File: src/flash_sector_protection_pkg.sv
/*
 Constants for the sector guard block: register map, field positions,
 command codes and timing. Assumes a 100 MHz clock and a 32-bit AXI4-Lite bus.
*/
`default_nettype none
package flash_sector_protection_pkg;
   // ----------------------------------------------------------------
   // Sizes
   // ----------------------------------------------------------------
   localparam int SECTOR_COUNT = 256;
   localparam int SECTOR_W = 8;
   localparam int ADDR_W = 8;
   localparam int CNT_W = 24;
   // ----------------------------------------------------------------
   // Register byte offsets
   // ----------------------------------------------------------------
   localparam logic [ADDR_W-1:0] OFS_COMMAND = 8'h00;
   localparam logic [ADDR_W-1:0] OFS_TARGET = 8'h04;
   localparam logic [ADDR_W-1:0] OFS_DATA_LO = 8'h08;
   localparam logic [ADDR_W-1:0] OFS_DATA_HI = 8'h0c;
   localparam logic [ADDR_W-1:0] OFS_STATUS = 8'h10;
   localparam logic [ADDR_W-1:0] OFS_LOCK = 8'h14;
   localparam logic [ADDR_W-1:0] OFS_MODE = 8'h18;
   localparam logic [ADDR_W-1:0] OFS_GUARDS = 8'h1c;
   localparam logic [ADDR_W-1:0] OFS_PASS_LO = 8'h20;
   localparam logic [ADDR_W-1:0] OFS_PASS_HI = 8'h24;
   localparam logic [ADDR_W-1:0] OFS_CONFIG = 8'h28;
   localparam logic [ADDR_W-1:0] OFS_LEARN = 8'h2c;
   localparam logic [ADDR_W-1:0] OFS_RANGE = 8'h30;
   // ----------------------------------------------------------------
   // Fields
   // ----------------------------------------------------------------
   localparam int STAT_WIP = 0;
   localparam int STAT_EERR = 5;
   localparam int STAT_PERR = 6;
   localparam int MODE_LO = 1;
   localparam int MODE_HI = 2;
   localparam int CFG1_LO = 2;
   localparam int CFG1_HI = 5;
   localparam int RANGE_EN = 16;
   localparam logic [1:0] MODE_NONE = 2'h3;
   localparam logic [1:0] MODE_PERSIST = 2'h2;
   localparam logic [1:0] MODE_PASSWORD = 2'h1;
   localparam logic [1:0] MODE_ILLEGAL = 2'h0;
   localparam logic [31:0] CONFIG_RESET = 32'h0000_0000;
   localparam logic [31:0] LEARN_RESET = 32'h0000_0000;
   localparam logic [63:0] PASS_RESET = 64'hffff_ffff_ffff_ffff;
   localparam logic [31:0] PASS_HIDDEN = 32'hffff_ffff;
   localparam logic [1:0] RESP_OKAY = 2'h0;
   localparam logic [1:0] RESP_SLVERR = 2'h2;
   // ----------------------------------------------------------------
   // Command codes
   // ----------------------------------------------------------------
   localparam logic [3:0] CMD_MODE_PROG = 4'h1;
   localparam logic [3:0] CMD_GUARD_PROG = 4'h2;
   localparam logic [3:0] CMD_GUARD_ERASE = 4'h3;
   localparam logic [3:0] CMD_VGUARD_WRITE = 4'h4;
   localparam logic [3:0] CMD_LOCK_CLEAR = 4'h5;
   localparam logic [3:0] CMD_PASS_PROG = 4'h6;
   localparam logic [3:0] CMD_PASS_UNLOCK = 4'h7;
   localparam logic [3:0] CMD_CONFIG_PROG = 4'h8;
   localparam logic [3:0] CMD_LEARN_PROG = 4'h9;
   localparam logic [3:0] CMD_ARRAY_PROG = 4'ha;
   localparam logic [3:0] CMD_ARRAY_ERASE = 4'hb;
   localparam logic [3:0] CMD_SOFT_RESET = 4'hc;
   localparam logic [3:0] CMD_CLEAR_STATUS = 4'hd;
   // ----------------------------------------------------------------
   // Timing
   // ----------------------------------------------------------------
   localparam int CLK_MHZ = 100;
   localparam int PROG_TIME_US = 250;
   localparam int ERASE_TIME_US = 1000;
   localparam int UNLOCK_TIME_US = 100;
   localparam int QUICK_CYC = 1;
   typedef enum logic [0:0] {ST_IDLE, ST_BUSY} op_state_t;
endpackage
`default_nettype wire

File: src/flash_sector_protection.sv
/*
 Sector guard logic of a serial NOR flash, reached over AXI4-Lite.
 Assumes the host issues one command at a time through the command register
 and that aresetn is power-on reset; hw_reset_n is the asynchronous reset pin.
*/
`default_nettype none
module flash_sector_protection #(
   parameter int PROG_CYC = flash_sector_protection_pkg::PROG_TIME_US *
      flash_sector_protection_pkg::CLK_MHZ,
   parameter int ERASE_CYC = flash_sector_protection_pkg::ERASE_TIME_US *
      flash_sector_protection_pkg::CLK_MHZ,
   parameter int UNLOCK_CYC = flash_sector_protection_pkg::UNLOCK_TIME_US *
      flash_sector_protection_pkg::CLK_MHZ
) (
   input wire logic aclk,
   input wire logic aresetn,
   input wire logic hw_reset_n,
   input wire logic [flash_sector_protection_pkg::ADDR_W-1:0] s_axi_awaddr,
   input wire logic s_axi_awvalid,
   output logic s_axi_awready,
   input wire logic [31:0] s_axi_wdata,
   input wire logic [3:0] s_axi_wstrb,
   input wire logic s_axi_wvalid,
   output logic s_axi_wready,
   output logic [1:0] s_axi_bresp,
   output logic s_axi_bvalid,
   input wire logic s_axi_bready,
   input wire logic [flash_sector_protection_pkg::ADDR_W-1:0] s_axi_araddr,
   input wire logic s_axi_arvalid,
   output logic s_axi_arready,
   output logic [31:0] s_axi_rdata,
   output logic [1:0] s_axi_rresp,
   output logic s_axi_rvalid,
   input wire logic s_axi_rready,
   output logic array_prog_go,
   output logic array_erase_go,
   output logic [flash_sector_protection_pkg::SECTOR_W-1:0] array_sector
);
   import flash_sector_protection_pkg::*;

   function automatic logic [31:0] merge(input logic [31:0] old, input logic [31:0] nw,
                                         input logic [3:0] strb);
      logic [31:0] res;
      res = old;
      for (int i = 0; i < 4; i++) begin
         if (strb[i]) begin
            res[i*8 +: 8] = nw[i*8 +: 8];
         end
      end
      return res;
   endfunction

   // ----------------------------------------------------------------
   // Reset pin filter
   // ----------------------------------------------------------------
   logic hw_q1_r, hw_q2_r, hw_q3_r, hw_ok_r;
   always_ff @(posedge aclk) begin
      if (!aresetn) begin
         hw_q1_r <= 1'b1;
         hw_q2_r <= 1'b1;
         hw_q3_r <= 1'b1;
         hw_ok_r <= 1'b1;
      end else begin
         hw_q1_r <= hw_reset_n;
         hw_q2_r <= hw_q1_r;
         hw_q3_r <= hw_q2_r;
         if (hw_q2_r == hw_q3_r) begin
            hw_ok_r <= hw_q3_r;
         end
      end
   end

   // ----------------------------------------------------------------
   // AXI4-Lite slave
   // ----------------------------------------------------------------
   logic aw_have_r, w_have_r;
   logic [ADDR_W-1:0] aw_addr_r, ar_addr;
   logic [31:0] w_data_r, rdata_nxt;
   logic [3:0] w_strb_r;
   logic wr_fire, rd_mapped;
   assign wr_fire = aw_have_r && w_have_r && !s_axi_bvalid;

   always_ff @(posedge aclk) begin
      if (!aresetn) begin
         aw_have_r <= 1'b0;
         w_have_r <= 1'b0;
         aw_addr_r <= '0;
         w_data_r <= '0;
         w_strb_r <= '0;
         s_axi_bvalid <= 1'b0;
         s_axi_bresp <= RESP_OKAY;
      end else begin
         if (s_axi_awvalid && s_axi_awready) begin
            aw_have_r <= 1'b1;
            aw_addr_r <= s_axi_awaddr;
         end
         if (s_axi_wvalid && s_axi_wready) begin
            w_have_r <= 1'b1;
            w_data_r <= s_axi_wdata;
            w_strb_r <= s_axi_wstrb;
         end
         if (wr_fire) begin
            aw_have_r <= 1'b0;
            w_have_r <= 1'b0;
            s_axi_bvalid <= 1'b1;
            s_axi_bresp <= wr_mapped(aw_addr_r) ? RESP_OKAY : RESP_SLVERR;
         end else if (s_axi_bready) begin
            s_axi_bvalid <= 1'b0;
         end
      end
   end
   assign s_axi_awready = !aw_have_r;
   assign s_axi_wready = !w_have_r;

   function automatic logic wr_mapped(input logic [ADDR_W-1:0] a);
      return a == OFS_COMMAND || a == OFS_TARGET || a == OFS_DATA_LO ||
             a == OFS_DATA_HI || a == OFS_RANGE;
   endfunction

   always_ff @(posedge aclk) begin
      if (!aresetn) begin
         s_axi_rvalid <= 1'b0;
         s_axi_rdata <= '0;
         s_axi_rresp <= RESP_OKAY;
      end else if (s_axi_arvalid && s_axi_arready) begin
         s_axi_rvalid <= 1'b1;
         s_axi_rdata <= rdata_nxt;
         s_axi_rresp <= rd_mapped ? RESP_OKAY : RESP_SLVERR;
      end else if (s_axi_rready) begin
         s_axi_rvalid <= 1'b0;
      end
   end
   assign s_axi_arready = !s_axi_rvalid;
   assign ar_addr = s_axi_araddr;

   // ----------------------------------------------------------------
   // Protection state
   // ----------------------------------------------------------------
   op_state_t state_r;
   logic [CNT_W-1:0] cnt_r;
   logic [1:0] mode_r;
   logic lock_r, perr_r, eerr_r, wip_r;
   logic [SECTOR_COUNT-1:0] pguard_r, vguard_r;
   logic [63:0] pass_r, data_r;
   logic [31:0] config_r, learn_r, range_r;
   logic [SECTOR_W-1:0] target_r;
   logic [3:0] cmd;
   logic cmd_go, idle, mode_chosen, pass_mode, range_hit, sec_guarded;
   logic protected_hit, unlock_ok, cfg_frozen_change, cfg_write, mode_write;
   logic [1:0] mode_new;
   logic [31:0] cfg_new, target_word;

   assign idle = state_r == ST_IDLE;
   assign cmd = w_data_r[3:0];
   assign cmd_go = wr_fire && aw_addr_r == OFS_COMMAND && w_strb_r[0] && idle && hw_ok_r;
   assign mode_chosen = mode_r != MODE_NONE;
   assign pass_mode = mode_r == MODE_PASSWORD;
   assign range_hit = range_r[RANGE_EN] && target_r >= range_r[7:0] &&
                      target_r <= range_r[15:8];
   // A sector is free only when both of its guard bits are one.
   assign sec_guarded = !(pguard_r[target_r] && vguard_r[target_r]);
   assign protected_hit = range_hit || sec_guarded;
   assign unlock_ok = pass_mode && data_r == pass_r;
   assign mode_new = mode_r & data_r[MODE_HI:MODE_LO];
   assign mode_write = cmd_go && cmd == CMD_MODE_PROG;
   assign cfg_write = cmd_go && cmd == CMD_CONFIG_PROG;
   assign cfg_new = data_r[31:0];
   assign target_word = merge({24'h0, target_r}, w_data_r, w_strb_r);
   assign cfg_frozen_change = cfg_new[31:8] != config_r[31:8] ||
                              cfg_new[CFG1_HI:CFG1_LO] != config_r[CFG1_HI:CFG1_LO];

   always_ff @(posedge aclk) begin
      if (!aresetn) begin
         target_r <= '0;
         data_r <= '0;
         range_r <= '0;
      end else if (wr_fire) begin
         if (aw_addr_r == OFS_TARGET) begin
            target_r <= target_word[SECTOR_W-1:0];
         end else if (aw_addr_r == OFS_DATA_LO) begin
            data_r[31:0] <= merge(data_r[31:0], w_data_r, w_strb_r);
         end else if (aw_addr_r == OFS_DATA_HI) begin
            data_r[63:32] <= merge(data_r[63:32], w_data_r, w_strb_r);
         end else if (aw_addr_r == OFS_RANGE) begin
            range_r <= merge(range_r, w_data_r, w_strb_r);
         end
      end
   end

   // Command engine. Effects apply when the command is taken; the busy
   // count then only models the embedded operation time.
   always_ff @(posedge aclk) begin
      if (!aresetn) begin
         state_r <= ST_IDLE;
         cnt_r <= '0;
         mode_r <= MODE_NONE;
         lock_r <= 1'b1;
         perr_r <= 1'b0;
         eerr_r <= 1'b0;
         wip_r <= 1'b0;
         pguard_r <= '1;
         vguard_r <= '1;
         pass_r <= PASS_RESET;
         config_r <= CONFIG_RESET;
         learn_r <= LEARN_RESET;
         array_prog_go <= 1'b0;
         array_erase_go <= 1'b0;
         array_sector <= '0;
      end else if (!hw_ok_r) begin
         state_r <= ST_IDLE;
         cnt_r <= '0;
         wip_r <= 1'b0;
         perr_r <= 1'b0;
         eerr_r <= 1'b0;
         vguard_r <= '1;
         lock_r <= !pass_mode;
         array_prog_go <= 1'b0;
         array_erase_go <= 1'b0;
      end else begin
         array_prog_go <= 1'b0;
         array_erase_go <= 1'b0;
         if (state_r == ST_BUSY) begin
            cnt_r <= cnt_r - 1'b1;
            if (cnt_r == CNT_W'(1)) begin
               state_r <= ST_IDLE;
               wip_r <= 1'b0;
            end
         end
         if (cmd_go && cmd != CMD_CLEAR_STATUS && cmd != CMD_SOFT_RESET) begin
            state_r <= ST_BUSY;
            wip_r <= 1'b1;
            cnt_r <= CNT_W'(QUICK_CYC);
         end
         if (cmd_go) begin
            case (cmd)
               CMD_MODE_PROG: begin
                  // Mode bits have no erase path; only ones may become zeros.
                  if (mode_chosen || mode_new == MODE_ILLEGAL) begin
                     perr_r <= 1'b1;
                  end else begin
                     mode_r <= mode_new;
                     cnt_r <= CNT_W'(PROG_CYC);
                  end
               end
               CMD_GUARD_PROG: begin
                  if (!lock_r) begin
                     perr_r <= 1'b1;
                  end else begin
                     pguard_r[target_r] <= 1'b0;
                     cnt_r <= CNT_W'(PROG_CYC);
                  end
               end
               CMD_GUARD_ERASE: begin
                  if (!lock_r) begin
                     eerr_r <= 1'b1;
                  end else begin
                     pguard_r <= '1;
                     cnt_r <= CNT_W'(ERASE_CYC);
                  end
               end
               CMD_VGUARD_WRITE: begin
                  vguard_r[target_r] <= data_r[0];
               end
               CMD_LOCK_CLEAR: begin
                  lock_r <= 1'b0;
               end
               CMD_PASS_PROG: begin
                  if (pass_mode) begin
                     perr_r <= perr_r;
                  end else if (mode_chosen) begin
                     perr_r <= 1'b1;
                  end else begin
                     pass_r <= pass_r & data_r;
                     cnt_r <= CNT_W'(PROG_CYC);
                  end
               end
               CMD_PASS_UNLOCK: begin
                  if (unlock_ok) begin
                     lock_r <= 1'b1;
                  end else begin
                     perr_r <= 1'b1;
                     cnt_r <= CNT_W'(UNLOCK_CYC);
                  end
               end
               CMD_CONFIG_PROG: begin
                  if (mode_chosen && cfg_frozen_change) begin
                     perr_r <= 1'b1;
                  end else begin
                     config_r <= cfg_new;
                     cnt_r <= CNT_W'(PROG_CYC);
                  end
               end
               CMD_LEARN_PROG: begin
                  if (mode_chosen) begin
                     perr_r <= 1'b1;
                  end else begin
                     learn_r <= data_r[31:0];
                     cnt_r <= CNT_W'(PROG_CYC);
                  end
               end
               CMD_ARRAY_PROG: begin
                  if (protected_hit) begin
                     perr_r <= 1'b1;
                  end else begin
                     array_prog_go <= 1'b1;
                     array_sector <= target_r;
                     cnt_r <= CNT_W'(PROG_CYC);
                  end
               end
               CMD_ARRAY_ERASE: begin
                  if (protected_hit) begin
                     eerr_r <= 1'b1;
                  end else begin
                     array_erase_go <= 1'b1;
                     array_sector <= target_r;
                     cnt_r <= CNT_W'(ERASE_CYC);
                  end
               end
               CMD_CLEAR_STATUS: begin
                  perr_r <= 1'b0;
                  eerr_r <= 1'b0;
               end
               default: begin
                  // Software reset leaves the lock bit as it is.
                  perr_r <= perr_r;
               end
            endcase
         end
      end
   end

   // ----------------------------------------------------------------
   // Read decode
   // ----------------------------------------------------------------
   always_comb begin
      rd_mapped = 1'b1;
      rdata_nxt = '0;
      if (ar_addr == OFS_STATUS) begin
         rdata_nxt[STAT_WIP] = wip_r;
         rdata_nxt[STAT_EERR] = eerr_r;
         rdata_nxt[STAT_PERR] = perr_r;
      end else if (ar_addr == OFS_LOCK) begin
         rdata_nxt[0] = lock_r;
      end else if (ar_addr == OFS_MODE) begin
         rdata_nxt = {29'h1fff_ffff, mode_r, 1'b1};
      end else if (ar_addr == OFS_GUARDS) begin
         rdata_nxt[2:0] = {protected_hit, vguard_r[target_r], pguard_r[target_r]};
      end else if (ar_addr == OFS_PASS_LO) begin
         // The hidden password never leaves once password mode is chosen.
         rdata_nxt = pass_mode ? PASS_HIDDEN : pass_r[31:0];
      end else if (ar_addr == OFS_PASS_HI) begin
         rdata_nxt = pass_mode ? PASS_HIDDEN : pass_r[63:32];
      end else if (ar_addr == OFS_CONFIG) begin
         rdata_nxt = config_r;
      end else if (ar_addr == OFS_LEARN) begin
         rdata_nxt = learn_r;
      end else if (ar_addr == OFS_RANGE) begin
         rdata_nxt = range_r;
      end else if (ar_addr == OFS_TARGET) begin
         rdata_nxt[SECTOR_W-1:0] = target_r;
      end else if (ar_addr == OFS_DATA_LO) begin
         rdata_nxt = data_r[31:0];
      end else if (ar_addr == OFS_DATA_HI) begin
         rdata_nxt = data_r[63:32];
      end else if (ar_addr != OFS_COMMAND) begin
         rd_mapped = 1'b0;
      end
   end
endmodule
`default_nettype wire

File: config.mk
export PLATFORM = sky130hd
export DESIGN_NAME = flash_sector_protection
export DESIGN_NICKNAME = d
export VERILOG_FILES = /design/src/flash_sector_protection_pkg.sv /design/src/flash_sector_protection.sv
export SDC_FILE = /design/constraint.sdc
export NUM_CORES = 2
export LEC_CHECK = 0
export CORE_UTILIZATION = 64
export CTS_BUF_LIST = sky130_fd_sc_hd__clkbuf_4
export CTS_CLUSTER_DIAMETER = 120
export CTS_CLUSTER_SIZE = 30
export DETAILED_ROUTE_END_ITERATION = 16
export DONT_BUFFER_PORTS = 1
export GPL_ROUTABILITY_DRIVEN = 0
export PLACE_DENSITY = 0.8
export SLEW_MARGIN = 20
export SYNTH_ARGS = -nofsm -noshare
export SYNTH_HDL_FRONTEND = slang
export SYNTH_SLANG_ARGS = --single-unit
File: constraint.sdc
create_clock -name aclk -period 4.7 [get_ports aclk]
set_clock_uncertainty 0.15 [all_clocks]
set_input_delay 0.705 -clock aclk [delete_from_list [all_inputs] [get_ports aclk]]
set_output_delay 0.705 -clock aclk [all_outputs]
set_load 0.02 [all_outputs]
Word level (Yosys, flattened, before mapping):

Index checks and enable logic that the tools add are counted.
W data, S select, Z words.

* add/sub/neg operators: 1
* $lt $le $gt $ge: 4
* equal/unequal tests: 50
* mux-type cells: 92
* bitwise gates (word level): 14
* reduce and logical (&&, ||, !) cells: 69

Operator list (number)
* $mux W32: 20
* $mux W256: 2
* $pmux W256 S2: 1
* $mux W24: 13
* $and A256 B256 Y256: 1
* $bwmux W256: 1
* $not A256 Y256: 1
* $pmux W24 S9: 1
* $and A64 B64 Y64: 1
* $eq A64 B64 Y1: 1
* $eq A8 B6 Y1 const B: 6
* $reduce_and A4 Y1: 11
* $mux W1: 39
* $eq A8 B4 Y1 const B: 4
* $eq A8 B5 Y1 const B: 4
* $mux W31: 1
* $reduce_and A5 Y1: 6
* $mux W29: 1
* $mux W25: 1
* $eq A24 B1 Y1 const B: 1
* $ne A24 B24 Y1: 1
* $reduce_and A6 Y1: 4
* $sub A24 B1 Y24 const B: 1
* $eq A4 B4 Y1 const B: 5
* other kinds (39): 103

* register bits after elaboration: 873
* input bits: 60
* output and inout port bits: 51
* word-level logic and storage cells: 272

Depth between registers and ports, before layout:

* depth in word-level cells: 23
* mapped depth: 17
* mapped depth without buffers: 11

Worst setup path before layout:

Ideal clock, no wire load.

* path kind: flip-flop to flip-flop
* start point: reg target_r[0]
* end point: reg array_sector[0] (netlist bit)
* library setup time: 0.116 ns
* data arrival time: 3.635 ns
* data required time: 4.434 ns
* slack: 0.799 ns
* stages on the path, launching flop included: 18
* buffers on the path: 6
* period minus slack after synthesis: 3.901 ns
* path through: dfxtp_1 buf_6 buf_8 buf_6 buf_6 buf_4 clkinv_1 buf_4 ha_1 nand2b_1 a21o_1 a21o_1 a21o_1 a21oi_1 o21ai_0 a2111oi_4 mux2i_1 nor2b_1

* longest elaborated chain between the ends: 7
* elaborated cells on any way between the ends: 13
* classes of those cells: order compare (2); mux (4); bitwise (1); reduce/logical (6)

Ends and longest elaborated chain
* start: declaration: line flash_sector_protection.sv:146 `logic [SECTOR_W-1:0] target_r;`
* start signal: assignment: line flash_sector_protection.sv:179 `target_r <= target_word[SECTOR_W-1:0];`
* $bmux W1 S8: line flash_sector_protection.sv:161 `assign sec_guarded = !(pguard_r[target_r] && vguard_r[target_r]);`
* $mux W1 (implied by the code): line flash_sector_protection.sv:161
* $logic_and A1 B1 Y1: line flash_sector_protection.sv:161
* $logic_not A1 Y1: line flash_sector_protection.sv:161
* $logic_or A1 B1 Y1: line flash_sector_protection.sv:162 `assign protected_hit = range_hit || sec_guarded;`
* $not A1 Y1 (no line)
* $reduce_and A4 Y1 (no line)
* end signal: assignment: line flash_sector_protection.sv:306 `array_sector <= target_r;`
* end signal: assignment: line flash_sector_protection.sv:315 `array_sector <= target_r;`
* end: declaration: line flash_sector_protection.sv:37 `output logic [flash_sector_protection_pkg::SECTOR_W-1:0] array_sector`

Parallel ways exist; a longest one is shown, timed or not. The select of a mux whose other input is x is not followed.
A chain may end at the register's enable or synchronous reset.

Final worst setup path:

* start point: reg target_r[0]
* end point: reg s_axi_rdata[0]

* longest elaborated chain between the ends: 10
* elaborated cells on any way between the ends: 12
* classes of those cells: mux (12)

Ends and longest elaborated chain
* branches (longest 6 deep; another with $bmux W1 S8)
* $mux W3 (*): line flash_sector_protection.sv:346 `end else if (ar_addr == OFS_GUARDS) begin`
* $mux W32 (*): line flash_sector_protection.sv:344 `end else if (ar_addr == OFS_MODE) begin`
* $mux W1 (*): line flash_sector_protection.sv:342 `end else if (ar_addr == OFS_LOCK) begin`
* $mux W1 (*): line flash_sector_protection.sv:338 `if (ar_addr == OFS_STATUS) begin`
* end signal: assignment: line flash_sector_protection.sv:127 `s_axi_rdata <= rdata_nxt;`
* end: declaration: line flash_sector_protection.sv:31 `output logic [31:0] s_axi_rdata,`

Every way passes the cells marked *. The select of a mux whose other input is x is not followed.

==> flow_summary_export.csv <==
group,metric,value,unit
timing,relSlewSlack,0.138,
clocking,cts.clk_slew.worst_paths,0.29,ns
yosys,yosysTopAreaCellShare,0.447,
timing,hold-worst-slack,0.0909,ns
timing,fin_crit,4.44,ns
yosys,synth.yosys.seq_area_share,0.447,
min_path,hold_end,"s_axi_rdata[6]$_SDFFE_PN0P_",
global_routing,grt_pass1_wl,172000,um
yosys,yosysUniqueCellTypes,82,
power_and_ir_drop,p_per_area,263,nW/um2
global_routing,grt_pass1_vias,30300,
routing,drc,0,
place,pre_cts_ws,0.691,ns
timing,period_share,0.945,
run_status,status,"finished, final reports clean",
worst_setup_path,crit_chain,"buf_4 > mux4_2 > mux4_2 > nand2_1 > a41oi_1 > o21ai_0 > a41o_2 > and3_1 > nor4_1 > dlygate4sd3_1 > o21a_1",
global_routing,antenna_found_initial,2,
place,dpl_cell_area,39000,um2
yosys,synthCells,4398,
worst_setup_path,cp_common_cell,"mux4_2",
worst_setup_path,cp_slowest_stage_delay,0.77,ns
layout,finalNonFillerCells,4968,
timing,rsz0062_at_grt,"false",
worst_setup_path,cp_top_family,"buffers and inverters",
yosys,netlist_area,39000,um2
timing,timing.final.max_slew_violations,0,
clocking,clk-insertion-delay-late,0.92,ns
clocking,cts_buffers,35,
worst_setup_path,critPathLaunchType,"register",
worst_setup_path,r2r-start,"target_r[0]$_SDFFE_PN0P_",
yosys,ys_ff_latch,871,
yosys,synth_flop_cell,"dfxtp_1",
worst_setup_path,crit_buf_inv,2,
timing,setup_violations,0,
min_path,min_path_type,"in -> reg",
min_path,hold_depth,4,
yosys,yosysMostFrequentCell,"nand2_1",
timing,finalHoldViolCount,0,
routing,routedWlPerCell,22.1,um
power_and_ir_drop,p_leak,13.2,nW
clocking,cts_resized,0,
floorplan,core.rowCount,90,
power_and_ir_drop,vdd_ir_drop_max,215,uV
place,dp.cells,4862,
floorplan,io-pin-count,111,
place,port_buffers,0,
worst_setup_path,crit_arrival,5.15,ns
floorplan,coreArea,60200,um2
routing,avgViaCountPerCell,6.65,
worst_setup_path,critPathSlowestCell,"dfxtp_4",
min_path,hold_start,"s_axi_araddr[2]",
timing,finalSetupTns,0,ns
routing,wirelength,110000,um
worst_setup_path,worstPathMaxFanout,26,
global_routing,grt.overflow.total,0,
routing,drt_iter0_drc,4474,
yosys,synthTopCellsByArea,"dfxtp_1 (45%), nand2_1 (8.5%), o21ai_0 (7.7%), mux4_2 (5.3%), o211ai_1 (5.1%)",
global_routing,grtUsageTotal,0.344,
timing,worst_pin_slew,1.29,ns
floorplan,dieArea,61900,um2
worst_setup_path,ff2ff_path_depth,11,
clocking,cts_tree,"yes",
yosys,synth_top_area_cell,"dfxtp_1",
routing,detail-route-antenna-nets,0,
clocking,htree_levels,2,
yosys,synthTopCellsByCount,"nand2_1 (878), dfxtp_1 (871), o21ai_0 (603)",
run,cap_violations,0,
layout,area_growth,2.63,%
floorplan,initial_core_util,0.647,
worst_setup_path,cp.required,5.41,ns
worst_setup_path,r2r-end,"s_axi_rdata[0]$_SDFFE_PN0P_",
yosys,syn_area_per_cell,8.87,um2
global_routing,grt_max_degree,330,
timing,fmax,0.225,GHz
yosys,synthArstFlopShare,0,
layout,fill_cells,4904,
yosys,yosys_warnings,0,
layout,drive_gt1_frac,0.0576,
worst_setup_path,criticalPathCategory,"reg -> reg",
floorplan,die_h,249,um
clocking,cts_sinks,871,
layout,final_core_util,0.664,
place,dp_hpwl,69600,um
timing,setup_slack,0.261,ns
power_and_ir_drop,power,10.5,mW
yosys,synth_edf_count,0,
worst_setup_path,cp-end-kind,"register",
clocking,clockRootBuffer,"clkbuf_4",
worst_setup_path,worst-r2r-setup-slack,0.26,ns
clocking,cts.path.max_buffers,3,
layout,nNetsFinal,4321,
floorplan,die_w,249,um
routing,first_pass_iters,6,
routing,vias,33000,
layout,design_area,40000,um2
per-layer routing:
layer / global-route usage / part of all wire
met5: 0 / 0.00011
met2: 0.548 / 0.46
met4: 0.149 / 0.044
met1: 0.466 / 0.40
met3: 0.0543 / 0.095
worst max-delay path by stage:
stage                                  start                           end  cells past startpoint
floorplan           target_r[0]$_SDFFE_PN0P_  array_sector[0]$_SDFFE_PN0P_                     17
global placement    target_r[0]$_SDFFE_PN0P_           perr_r$_SDFFE_PN0P_                     10
detailed placement  target_r[0]$_SDFFE_PN0P_          cnt_r[10]$_SDFF_PN0_                     10
CTS                 target_r[0]$_SDFFE_PN0P_   s_axi_rdata[0]$_SDFFE_PN0P_                     11
global route        target_r[0]$_SDFFE_PN0P_   s_axi_rdata[0]$_SDFFE_PN0P_                     11
finish              target_r[0]$_SDFFE_PN0P_   s_axi_rdata[0]$_SDFFE_PN0P_                     11
timing repair:
item,CTS,global route
hold buffers,60,1
endpoints found under the setup margin,0,0
buffers inserted,0,0
hold endpoints to repair,335,5
worst register-to-register path, delay by kind of cell (launching register included):
kind                   cells  cell delay (ns)
AO/OA/AOI/OAI              4             0.81
buffers and inverters      2             1.11
flip-flops                 1             0.77
multiplexers               2             1.08
AND/OR/NAND/NOR            3             0.47
report_power, final:
part	internal [mW]	total, mW	switching [mW]
clock	0.457	2.63	2.18
combinational	0.133	0.363	0.230
sequential	7.45	7.51	0.0588
total	8.04	10.5	2.47
sequential cells by signal (all words and copies together) (netlist names), 2 cells and up:
register	count
array_sector	8
aw_addr_r	8
cnt_r	24
config_r	32
data_r	64
learn_r	32
mode_r	2
pass_r	64
pguard_r	256
range_r	32
s_axi_rdata	32
target_r	8
vguard_r	256
w_data_r	32
w_strb_r	4
cell families after synthesis:
family / count (synthesis) / share of synthesized area
fa+ha+maj: 82 / 0.0263
xor+xnor: 48 / 0.0108
mux: 229 / 0.0939
simple gates: 1413 / 0.159
flops: 871 / 0.447
buf+inv: 426 / 0.0463
compound gates: 1328 / 0.216
other cells: 1 / 0.0000962
cell usage in the layout, fill, tap and decap left out, types with 7 or more instances in the layout:
master           n
mux4_2          91
clkbuf_4        40
a21oi_1         88
nand2_1        877
xor2_1          26
ha_1            82
dfxtp_1        866
a31oi_1         17
mux4_1          14
inv_1           27
mux2i_1        121
or4_1            7
a211oi_1         8
o21ai_0        603
xnor2_1         22
a222oi_1        24
a22oi_1         24
o22ai_1         14
o211ai_1       263
nand4_1         27
and2_1          16
and3_1          10
a221oi_1         7
a21boi_0       187
a211o_1         24
nor4_1          42
nor2_1         138
nor2b_1         79
buf_4           72
dlygate4sd3_1   60
nor3_1          22
nand2b_1        18
nand3_1        126
a21o_1           7
layout make-up:
type,count,area [um2],share of cell area
multi-input combinational,3102,19800,0.495
sequential,871,17500,0.436
timing repair buffer,140,1320,0.0329
tap,782,978,0.0245
clock buffer,40,300,0.00750
inverter,29,109,0.00272
clock inverter,2,60.1,0.00150
antenna,2,5.00,0.000125
Note: power is estimated with default switching activity, not from simulation.
